$ cat config.mk
export PLATFORM = sky130hd
export DESIGN_NAME = rac_alarm_cal
export DESIGN_NICKNAME = d
export VERILOG_FILES = /design/src/shared/rac_pkg.sv /design/src/design/rac_alarm_cal.sv
export VERILOG_INCLUDE_DIRS = /design/src /design/src/shared
export SDC_FILE = /design/constraint.sdc
export NUM_CORES = 1
export LEC_CHECK = 0
export ABC_CLOCK_PERIOD_IN_PS = 6600
export BUFFER_PORTS_ARGS = -buffer_cell sky130_fd_sc_hd__buf_2
export CAP_MARGIN = 10
export CORE_ASPECT_RATIO = 0.75
export CORE_MARGIN = 5
export CORE_UTILIZATION = 50
export CTS_CLUSTER_DIAMETER = 30
export CTS_CLUSTER_SIZE = 30
export DETAILED_ROUTE_END_ITERATION = 6
export PLACE_DENSITY_LB_ADDON = 0.2
export RECOVER_POWER = 25
export SLEW_MARGIN = 20
export SYNTH_ARGS = -nofsm -noshare
export SYNTH_HDL_FRONTEND = slang
export SYNTH_SLANG_ARGS = --single-unit
export TNS_END_PERCENT = 100
$ cat constraint.sdc
create_clock -name core_clk -period 6.6 [get_ports core_clk]
set_input_delay 0.66 -clock core_clk [delete_from_list [all_inputs] [get_ports core_clk]]
set_output_delay 0.66 -clock core_clk [all_outputs]
set_load 0.01 [all_outputs]
$ cat src/shared/rac_consts.svh
// Constants for the alarm-compare and calibration block
`ifndef RAC_CONSTS_SVH
`define RAC_CONSTS_SVH

// ==================================================
// Register addresses (word index on the plain port)
`define RAC_ADDR_CAL        2'h0
`define RAC_ADDR_ALCFG      2'h1
`define RAC_ADDR_WIN        2'h2
`define RAC_ADDR_WIN_LO     2'h3

// ==================================================
// Writable-bit masks of the alarm value registers
`define RAC_MASK_MD         16'h1F3F
`define RAC_MASK_WH         16'h073F
`define RAC_MASK_MS         16'h7F7F

// ==================================================
// Window pointer codes
`define RAC_PTR_MS          2'h0
`define RAC_PTR_WH          2'h1
`define RAC_PTR_MD          2'h2

// ==================================================
// Alarm configuration field positions
`define RAC_CFG_EN          15
`define RAC_CFG_CHIME       14
`define RAC_CFG_MASK_HI     13
`define RAC_CFG_MASK_LO     10
`define RAC_CFG_PTR_HI      9
`define RAC_CFG_PTR_LO      8
`define RAC_CFG_RPT_HI      7
`define RAC_CFG_RPT_LO      0

// ==================================================
// Digit fields inside the value words
`define RAC_SEC_ONES        3:0
`define RAC_SEC_TENS        6:4
`define RAC_MIN_ONES        11:8
`define RAC_MIN_TENS        14:12
`define RAC_HOUR            5:0
`define RAC_WEEKDAY         10:8
`define RAC_DAY             5:0
`define RAC_MONTH           12:8
`define RAC_LOW_BYTE        7:0
`define RAC_HIGH_BYTE       15:8

// ==================================================
// Interval codes
`define RAC_IV_HALF         4'h0
`define RAC_IV_SEC          4'h1
`define RAC_IV_10SEC        4'h2
`define RAC_IV_MIN          4'h3
`define RAC_IV_10MIN        4'h4
`define RAC_IV_HOUR         4'h5
`define RAC_IV_DAY          4'h6
`define RAC_IV_WEEK         4'h7
`define RAC_IV_MONTH        4'h8
`define RAC_IV_YEAR         4'h9

// ==================================================
// Reset and fill values
`define RAC_ZERO16          16'h0000
`define RAC_ZERO8           8'h00
`define RAC_RPT_FULL        8'hFF
`define RAC_RPT_ONE         8'h01
`define RAC_PTR_ONE         2'h1
`define RAC_ZERO10          10'h000
`define RAC_CAL_PAD         2'h0

`endif

$ cat src/shared/rac_pkg.sv
// Types shared by the alarm-compare and calibration block
package rac_pkg;

  // ==================================================
  // Register port request
  typedef struct packed {
    logic [1:0]  addr;
    logic [15:0] wdata;
    logic        wr;
    logic        rd;
  } rac_bus_t;

  // ==================================================
  // Running clock value from the time-keeping counters
  typedef struct packed {
    logic [15:0] month_day;
    logic [15:0] weekday_hour;
    logic [15:0] minute_second;
  } rac_time_t;

  // ==================================================
  // Complete state of the block
  typedef struct packed {
    logic [15:0] alarm_month_day;
    logic [15:0] alarm_weekday_hour;
    logic [15:0] alarm_minute_second;
    logic [7:0]  cal_value;
    logic        alarm_enable;
    logic        chime;
    logic [3:0]  alarm_interval_select;
    logic [1:0]  alarm_window_pointer;
    logic [7:0]  alarm_repeat_count;
    logic [15:0] rdata;
    logic        alarm_irq;
    logic        alarm_pulse;
    logic [9:0]  cal_adjust;
    logic        cal_adjust_valid;
  } rac_state_t;

endpackage

$ cat src/design/rac_alarm_cal.sv
// Alarm compare, repeat counter and calibration trim of the calendar clock unit
`timescale 1ns/1ps
`include "rac_consts.svh"

module rac_alarm_cal
  import rac_pkg::*;
(
  input  wire logic        core_clk,
  input  wire logic        rst_b,
  input  wire rac_bus_t    bus_req,
  output logic      [15:0] bus_rdata,
  input  wire rac_time_t   clock_now,
  input  wire logic        half_sec_tick,
  input  wire logic        second_half,
  input  wire logic        minute_tick,
  input  wire logic        clock_write_unlock,
  output logic             alarm_irq,
  output logic             alarm_pulse,
  output logic       [9:0] cal_adjust,
  output logic             cal_adjust_valid
);

  // ==================================================
  // Helper functions

  // Alarm value register selected by the window pointer
  function automatic logic [15:0] win_sel(input rac_state_t s);
    logic [15:0] v;
    v = `RAC_ZERO16;
    case (s.alarm_window_pointer)
      `RAC_PTR_MS: v = s.alarm_minute_second;
      `RAC_PTR_WH: v = s.alarm_weekday_hour;
      `RAC_PTR_MD: v = s.alarm_month_day;
      default:     v = `RAC_ZERO16;
    endcase
    return v;
  endfunction

  // Masked digit comparison for one interval code
  function automatic logic alarm_match(input logic [3:0] iv,
                                       input rac_state_t s,
                                       input rac_time_t  t);
    logic s1;
    logic s10;
    logic m1;
    logic m10;
    logic hr;
    logic wd;
    logic dy;
    logic mo;
    logic hit;
    s1  = s.alarm_minute_second[`RAC_SEC_ONES] == t.minute_second[`RAC_SEC_ONES];
    s10 = s.alarm_minute_second[`RAC_SEC_TENS] == t.minute_second[`RAC_SEC_TENS];
    m1  = s.alarm_minute_second[`RAC_MIN_ONES] == t.minute_second[`RAC_MIN_ONES];
    m10 = s.alarm_minute_second[`RAC_MIN_TENS] == t.minute_second[`RAC_MIN_TENS];
    hr  = s.alarm_weekday_hour[`RAC_HOUR] == t.weekday_hour[`RAC_HOUR];
    wd  = s.alarm_weekday_hour[`RAC_WEEKDAY] == t.weekday_hour[`RAC_WEEKDAY];
    dy  = s.alarm_month_day[`RAC_DAY] == t.month_day[`RAC_DAY];
    mo  = s.alarm_month_day[`RAC_MONTH] == t.month_day[`RAC_MONTH];
    hit = 1'b0;
    case (iv)
      `RAC_IV_HALF:  hit = 1'b1;
      `RAC_IV_SEC:   hit = 1'b1;
      `RAC_IV_10SEC: hit = s1;
      `RAC_IV_MIN:   hit = s1 & s10;
      `RAC_IV_10MIN: hit = s1 & s10 & m1;
      `RAC_IV_HOUR:  hit = s1 & s10 & m1 & m10;
      `RAC_IV_DAY:   hit = s1 & s10 & m1 & m10 & hr;
      `RAC_IV_WEEK:  hit = s1 & s10 & m1 & m10 & hr & wd;
      `RAC_IV_MONTH: hit = s1 & s10 & m1 & m10 & hr & dy;
      // Feb 29 match exists only in leap years
      `RAC_IV_YEAR:  hit = s1 & s10 & m1 & m10 & hr & dy & mo;
      // Reserved codes never fire
      default:       hit = 1'b0;
    endcase
    return hit;
  endfunction

  // Store a value into an alarm register, keeping only implemented bits
  function automatic logic [15:0] put_val(input logic [15:0] old,
                                          input logic [15:0] val,
                                          input logic [15:0] msk,
                                          input logic        lo_only);
    logic [15:0] m;
    m = msk;
    if (lo_only) begin
      m[`RAC_HIGH_BYTE] = `RAC_ZERO8;
    end
    return (old & ~m) | (val & m);
  endfunction

  // ==================================================
  // State registers
  rac_state_t s_r;
  rac_state_t s_nxt;

  // Reset image: alarm off, values cleared
  localparam rac_state_t RESET_STATE = '{
    alarm_month_day:       `RAC_ZERO16,
    alarm_weekday_hour:    `RAC_ZERO16,
    alarm_minute_second:   `RAC_ZERO16,
    cal_value:             `RAC_ZERO8,
    alarm_enable:          1'b0,
    chime:                 1'b0,
    alarm_interval_select: `RAC_IV_HALF,
    alarm_window_pointer:  `RAC_PTR_MS,
    alarm_repeat_count:    `RAC_ZERO8,
    rdata:                 `RAC_ZERO16,
    alarm_irq:             1'b0,
    alarm_pulse:           1'b0,
    cal_adjust:            `RAC_ZERO10,
    cal_adjust_valid:      1'b0
  };

  // ==================================================
  // Combinational helpers
  logic        cal_write;
  logic        cfg_write;
  logic        win_access;
  logic        win_write;
  logic        lo_only;
  logic        cfg_en_w;
  logic        cfg_chime_w;
  logic [3:0]  cfg_iv_w;
  logic [1:0]  cfg_ptr_w;
  logic [7:0]  cfg_rpt_w;
  logic [15:0] win_word;
  logic [15:0] cfg_word;
  logic [15:0] read_word;
  logic        tick_live;
  logic        whole_sec_look;
  logic        digit_hit;
  logic        fire;
  logic        rpt_zero;
  logic        last_alarm;
  logic        rpt_wrap;

  // Bus decode; the master never raises both strobes together
  always_comb begin
    cal_write  = bus_req.wr & (bus_req.addr == `RAC_ADDR_CAL);
    cfg_write  = bus_req.wr & (bus_req.addr == `RAC_ADDR_ALCFG);
    win_access = (bus_req.wr | bus_req.rd) & (bus_req.addr == `RAC_ADDR_WIN);
    win_write  = bus_req.wr & ((bus_req.addr == `RAC_ADDR_WIN) |
                               (bus_req.addr == `RAC_ADDR_WIN_LO));
    // Low-byte alias: high byte and pointer left alone
    lo_only    = bus_req.addr == `RAC_ADDR_WIN_LO;
  end

  // Configuration fields as software writes them
  always_comb begin
    cfg_en_w    = bus_req.wdata[`RAC_CFG_EN];
    cfg_chime_w = bus_req.wdata[`RAC_CFG_CHIME];
    cfg_iv_w    = bus_req.wdata[`RAC_CFG_MASK_HI:`RAC_CFG_MASK_LO];
    cfg_ptr_w   = bus_req.wdata[`RAC_CFG_PTR_HI:`RAC_CFG_PTR_LO];
    cfg_rpt_w   = bus_req.wdata[`RAC_CFG_RPT_HI:`RAC_CFG_RPT_LO];
  end

  // Window word, taken before the pointer steps on the same access
  always_comb begin
    win_word = win_sel(s_r);
  end

  // Readable configuration word
  always_comb begin
    cfg_word                                        = `RAC_ZERO16;
    cfg_word[`RAC_CFG_EN]                           = s_r.alarm_enable;
    cfg_word[`RAC_CFG_CHIME]                        = s_r.chime;
    cfg_word[`RAC_CFG_MASK_HI:`RAC_CFG_MASK_LO]     = s_r.alarm_interval_select;
    cfg_word[`RAC_CFG_PTR_HI:`RAC_CFG_PTR_LO]       = s_r.alarm_window_pointer;
    cfg_word[`RAC_CFG_RPT_HI:`RAC_CFG_RPT_LO]       = s_r.alarm_repeat_count;
  end

  // Read multiplexer; the answer is registered for the next cycle
  always_comb begin
    read_word = `RAC_ZERO16;
    case (bus_req.addr)
      `RAC_ADDR_CAL:    read_word = {`RAC_ZERO8, s_r.cal_value};
      `RAC_ADDR_ALCFG:  read_word = cfg_word;
      `RAC_ADDR_WIN:    read_word = win_word;
      `RAC_ADDR_WIN_LO: read_word = {`RAC_ZERO8, win_word[`RAC_LOW_BYTE]};
      default:          read_word = `RAC_ZERO16;
    endcase
  end

  // Alarm decision, only on half-second ticks and while enabled
  always_comb begin
    tick_live      = half_sec_tick & s_r.alarm_enable;
    // Whole-second intervals look only in the first half of the second
    whole_sec_look = tick_live & ~second_half;
    digit_hit      = alarm_match(s_r.alarm_interval_select, s_r, clock_now);
    fire           = 1'b0;
    if (tick_live && s_r.alarm_interval_select == `RAC_IV_HALF) begin
      fire = 1'b1;
    end else if (whole_sec_look) begin
      fire = digit_hit;
    end
  end

  // Repeat outcome of an event, judged on the settled count
  always_comb begin
    rpt_zero   = s_r.alarm_repeat_count == `RAC_ZERO8;
    last_alarm = fire & rpt_zero & ~s_r.chime;
    rpt_wrap   = fire & rpt_zero & s_r.chime;
  end

  // ==================================================
  // Next-state logic
  always_comb begin
    s_nxt                  = s_r;
    s_nxt.alarm_irq        = 1'b0;
    s_nxt.cal_adjust_valid = 1'b0;
    s_nxt.rdata            = `RAC_ZERO16;

    // Register reads, data stands one cycle later
    if (bus_req.rd) begin
      s_nxt.rdata = read_word;
    end

    // Calibration and configuration writes; calibration high byte ignored
    if (cal_write) begin
      s_nxt.cal_value = bus_req.wdata[`RAC_LOW_BYTE];
    end
    if (cfg_write) begin
      s_nxt.alarm_enable          = cfg_en_w;
      s_nxt.chime                 = cfg_chime_w;
      s_nxt.alarm_interval_select = cfg_iv_w;
      s_nxt.alarm_window_pointer  = cfg_ptr_w;
      s_nxt.alarm_repeat_count    = cfg_rpt_w;
    end

    // Window writes land in the register the pointer selects; weekday/hour and month/day only while clock_write_unlock is high
    if (win_write) begin
      case (s_r.alarm_window_pointer)
        `RAC_PTR_MS: begin
          s_nxt.alarm_minute_second = put_val(s_r.alarm_minute_second, bus_req.wdata,
                                              `RAC_MASK_MS, lo_only);
        end
        `RAC_PTR_WH: begin
          if (clock_write_unlock) begin
            s_nxt.alarm_weekday_hour = put_val(s_r.alarm_weekday_hour, bus_req.wdata,
                                               `RAC_MASK_WH, lo_only);
          end
        end
        `RAC_PTR_MD: begin
          if (clock_write_unlock) begin
            s_nxt.alarm_month_day = put_val(s_r.alarm_month_day, bus_req.wdata,
                                            `RAC_MASK_MD, lo_only);
          end
        end
        default: begin
          s_nxt.alarm_month_day = s_r.alarm_month_day;
        end
      endcase
    end

    // pointer steps down, holds at zero
    if (win_access && s_r.alarm_window_pointer != `RAC_PTR_MS) begin
      s_nxt.alarm_window_pointer = s_r.alarm_window_pointer - `RAC_PTR_ONE;
    end

    // Alarm event; applied after software so an event is never lost
    if (fire) begin
      s_nxt.alarm_irq   = 1'b1;
      s_nxt.alarm_pulse = ~s_r.alarm_pulse;
      if (rpt_wrap) begin
        s_nxt.alarm_repeat_count = `RAC_RPT_FULL;
      end else if (last_alarm) begin
        s_nxt.alarm_enable = 1'b0;
      end else begin
        s_nxt.alarm_repeat_count = s_r.alarm_repeat_count - `RAC_RPT_ONE;
      end
    end

    // Once-a-minute trim, signed value times four
    if (minute_tick) begin
      s_nxt.cal_adjust       = {s_r.cal_value, `RAC_CAL_PAD};
      s_nxt.cal_adjust_valid = 1'b1;
    end
  end

  // ==================================================
  // State register, synchronous active-low reset
  always_ff @(posedge core_clk) begin
    if (!rst_b) begin
      s_r <= RESET_STATE;
    end else begin
      s_r <= s_nxt;
    end
  end

  // ==================================================
  // Outputs straight from the state flops
  assign bus_rdata        = s_r.rdata;
  assign alarm_irq        = s_r.alarm_irq;
  assign alarm_pulse      = s_r.alarm_pulse;
  assign cal_adjust       = s_r.cal_adjust;
  assign cal_adjust_valid = s_r.cal_adjust_valid;

endmodule

After elaboration in Yosys (flattened, before gate mapping)
Index checks and enable logic that the tools add are counted.
{"block": "word_totals", "ram_bits": 0, "word_cells": 110, "latch_bits": 0, "rom_bits": 0, "memories": 0, "regBits": 99}
{"block": "op_classes", "n_addsub": 2, "reduce_logical": 13, "eq_ne": 22, "bitwise": 33, "div": 0, "multipliers": 0, "magnitude_cmp": 0, "muxes": 26, "shifts": 0}
{"op": "16-bit AND", "n": 6}
{"op": "8-bit 2-to-1 mux", "n": 11}
{"op": "16-bit case mux with 4 select lines", "n": 1}
{"op": "16-bit NOT", "n": 3}
{"op": "16-bit bitwise OR", "n": 3}
{"op": "16-bit case mux with 3 select lines", "n": 1}
{"op": "1-bit AND", "n": 16}
{"op": "4-bit by 3-bit equality test with 1-bit output, second input constant", "n": 4}
{"op": "16-bit 2-to-1 mux", "n": 1}
{"op": "6-bit equality test", "n": 2}
{"op": "3-bit equality test", "n": 3}
{"op": "1-bit case mux with 9 select lines", "n": 1}
{"op": "4-bit by 2-bit equality test with 1-bit output, second input constant", "n": 2}
{"op": "4-bit equality test", "n": 2}
{"op": "4-bit equality test, second input constant", "n": 2}
{"op": "8-bit logical NOT", "n": 1}
{"op": "8-bit by 1-bit subtractor with 8-bit output, second input constant", "n": 1}
{"op": "7-bit 2-to-1 mux", "n": 1}
{"op": "2-bit equality test, second input constant", "n": 3}
{"op": "1-bit 2-to-1 mux", "n": 6}
{"op": "3-bit AND reduction", "n": 2}
{"op": "5-bit equality test", "n": 1}
{"op": "5-bit 2-to-1 mux", "n": 1}
{"op": "2-bit by 1-bit equality test with 1-bit output, second input constant", "n": 2}
{"op": "other kinds (12)", "n": 20}

Logic depth before layout (Yosys ltp)
{"block": "logic_depth", "word_depth": 15, "mapped_depth": 11}

Least setup slack after synthesis
No wires, ideal clock.
{"block": "synth_timing", "kind": "register to register", "start": "register s_r (netlist bit cfg_word[0])", "end": "register s_r (netlist bit cfg_word[6])", "slack_ns": 4.278, "t_required_ns": 6.527, "path_stages_with_launch": 12, "n_path_buf": 2, "arrival_time_ns": 2.249, "cell_sequence": "dfxtp_1 > inv_1 > ha_1 > or3b_4 > or3_4 > or3_1 > buf_6 > nor2_8 > nor2_2 > buf_6 > a22o_1 > o211ai_2"}
{"block": "synth_between", "elab_chain_len": 6, "word_cells_on_any_way": 8, "classes_between": "add/sub: 1; mux: 3; bitwise: 3; reduce/logical: 1"}
{"item": "start: declaration", "line_no": "rac_alarm_cal.sv:94", "source": "rac_state_t s_r;"}
{"item": "start signal: assignment", "line_no": "rac_alarm_cal.sv:287", "source": "s_r <= s_nxt;"}
{"item": "parallel branches: the longest is 4 deep, another holds 8-bit by 1-bit subtractor with 8-bit output"}
{"item": "8-bit 2-to-1 mux (*)", "line_no": "rac_alarm_cal.sv:265", "source": "if (rpt_wrap) begin"}
{"item": "8-bit 2-to-1 mux (*)", "line_no": "rac_alarm_cal.sv:262", "source": "if (fire) begin"}
Every way passes the cells marked *.
A chain may end at the register's enable or synchronous reset.

==> metrics.cfg <==
[floorplanning]
ios = 103
die-area_sq_um = 10500
start_util_pct = 50.89
fp.dieW_um = 116.7
fp.dieH_um = 89.99
num_rows = 29
coreArea_sq_um = 8382

[worst_setup_path]
path_class = in2reg
worstReg2RegEnd = cfg_word[15]
cp-end-kind = flip-flop
worstSetupStartpointType = input port
cp.required_ns = 6.82
crit_chain = clkbuf_1 -> inv_1 -> clkbuf_1 -> nor3_1 -> nand3_1 -> o211ai_2
worst-r2r-setup-slack_ns = 3.55
arrival_ns = 3.59
worstReg2RegStart = s_r[54]
max_stage_delay_ns = 2.10
rr_worst_depth = 7
slowest_stage = clkbuf_1
critPathMaxFanout = 65
crit_path_frequent_cell = clkbuf_1

[clock_network]
clk_pin_slew_worst_paths_ns = 0.06
htree_levels = 3
insertion_delay_ns = 0.34
cts_setup_buffers = 0
cts.repair.resized = 0
cts_tree = built
cts_buffers = 9
holdBufCountCts = 0
clock_sinks = 85
clockRootBuffer = clkbuf_16
clk_path_buf_depth = 2

[timing]
setup_viol = 0
rsz0062_at_grt = no
final-hold-violation-count = 0
slew_violations = 66
skew_ns = 0.01147
fmaxAchievable_mhz = 297.1
min_period_ns = 3.366
slew_headroom_pct = -98.82
worst_pin_slew_ns = 2.982
setup_ws_ns = 3.234
fin_setup_tns_ns = 0
fin_crit_sh_pct = 51.01

[synth]
synthArstFlopShare_pct = 0
ys_seq_area_share_pct = 39.89
syn_area_per_cell_sq_um = 8.187
yosys_register_bits = 85
synth_flop_cell = dfxtp_1
synthCells = 521
ys_warn_count = 0
yosysTopAreaCell = dfxtp_1
yosysUniqueCellTypes = 50
synth_edf_count = 0
synthesis.area_sq_um = 4265
synth_top_area_share_pct = 39.89
ys_top_cells_by_area = dfxtp_1, nand2_1, xor2_1

[placement]
post_dp_cell_area_sq_um = 4506
globalplace.congestion = 0.8735
dpl.hpwl_um = 8498
post-place-ws_ns = 3.450
port_buffers = 86

[cells_and_area]
syn_to_final_growth_pct = 11.32
final_common_cell = nand2_1
finish.instance_area_sq_um = 4748
drive_above_1_share_pct = 15.02
antenna_cells = 0
final_cell_mix = nand2_1, dfxtp_1, buf_2, a21oi_1, nor2_1
final_net_count = 640

[global_route]
antenna_found_initial = 0
grt_pass1_wl_um = 19360
grtUsageTotal_pct = 23.24
grt.overflow.total = 0
grt_pass1_vias = 3735
grt_max_degree = 66

[route]
drc = 0
route.vias.total = 3874
drtPass1Iterations = 5
wl_um = 11900
routed_via_density = 5.748
wl_per_cell_um = 17.66
dr.first_iter.drc_count = 367
postRouteAntennaNets = 0

[power_and_ir_drop]
swShare_pct = 27.34
vdd_drop_max_v = 0.0001476
p_per_area_nw_per_um2 = 243.7
power.internal_uw = 840.9
power.leakage_nw = 1.942
clockPowerShare_pct = 40.5
switchingPower_uw = 316.3
p_seq_share_pct = 46.7
combPwrFrac_pct = 12.7

[min_path]
holdCritStartpoint = alarm_pulse
min_to = alarm_pulse
hp-class = reg2reg
whs_path_depth = 2

[status]
violations = max-capacitance violations, max-slew violations
status = finished, violations left

[job]
maxCapViolCount = 1

## synth_stat cells, drive strengths merged (3+ instances only)
master,count
a311oi,6
nand3,22
clkbuf,28
ha,5
a21oi,55
nor4,4
a21o,3
mux2i,18
dfxtp,85
a22o,3
o311a,6
inv,8
nor3,15
o21ai,3
o211ai,4
nor2b,7
nor2,45
nand2,86
buf,31
xor2,34
xnor2,3
a222oi,9
o22ai,4
nand4,4
or3,5
and2,5
## power by group through the flow
| stage | clock, mW | sequential, mW | combinational [mW] |
|---|---|---|---|
| floorplan | 0 | 0.548 | 0.102 |
| detailed placement | 0 | 0.552 | 0.145 |
| global placement | 0 | 0.551 | 0.143 |
| global route | 0.498 | 0.543 | 0.161 |
| CTS | 0.474 | 0.540 | 0.146 |
| finish | 0.469 | 0.541 | 0.147 |
## worst max-delay path, delay by kind of cell
family,cells,cell delay [ns]
AND/OR/NAND/NOR,2,0.31
buffers and inverters,3,2.51
AO/OA/AOI/OAI,1,0.10
## per-stage QoR
step                hold WS, ns  cells  total power, mW  utilization (%)
floorplan                0.4409    522           0.6501                -
global placement         0.4465    658           0.6941            53.75
detailed placement       0.4542    658           0.6967            53.75
CTS                      0.4714    674            1.160            57.04
global route             0.4923    674            1.201            56.65
finish                   0.4714    674            1.157            56.65
## per-layer routing
metal	vias to the layer above	GRT usage, %	part of all wire, %
met3	10	7.047	11
li1	1862	-	-
met2	201	34.71	44
met1	1801	32.94	44
met5	-	0	0
met4	0	5.349	0.78
## worst max-delay path by stage
stage / from / endpoint / slack, ns / cells after the start
4_1_cts: clock_now[1] / cfg_word[15] / 3.79 / 8
5_1_grt: rst_b / cfg_word[6] / 2.95 / 6
2_1_floorplan: cfg_word[0] / cfg_word[6] / 4.28 / 11
3_3_place_gp: clock_now[1] / cfg_word[15] / 3.49 / 8
6_report: rst_b / cfg_word[6] / 3.23 / 6
3_5_place_dp: clock_now[1] / cfg_word[15] / 3.45 / 8
## kinds of logic after synthesis
family	Yosys count	share of synthesized area [%]
and+or+nand+nor	204	22.03
AOI/OAI and AO/OA	104	16.10
adders and majority gates	5	1.467
other	1	0.08792
DFF	85	39.89
muxes	18	4.224
xor gates and xnor gates	37	7.598
buffers and inverters	67	8.595
## cell type report
cell class,instances,area (sq um)
inverters,8,30.03
clock buffers,10,229.0
repair buffers,87,405.4
multi-input cells,370,2201
well taps,108,135.1
clock inverters,6,46.29
flip-flops and latches,85,1702
fillers,789,3633
No activity file was read; power rests on OpenSTA's default activity.
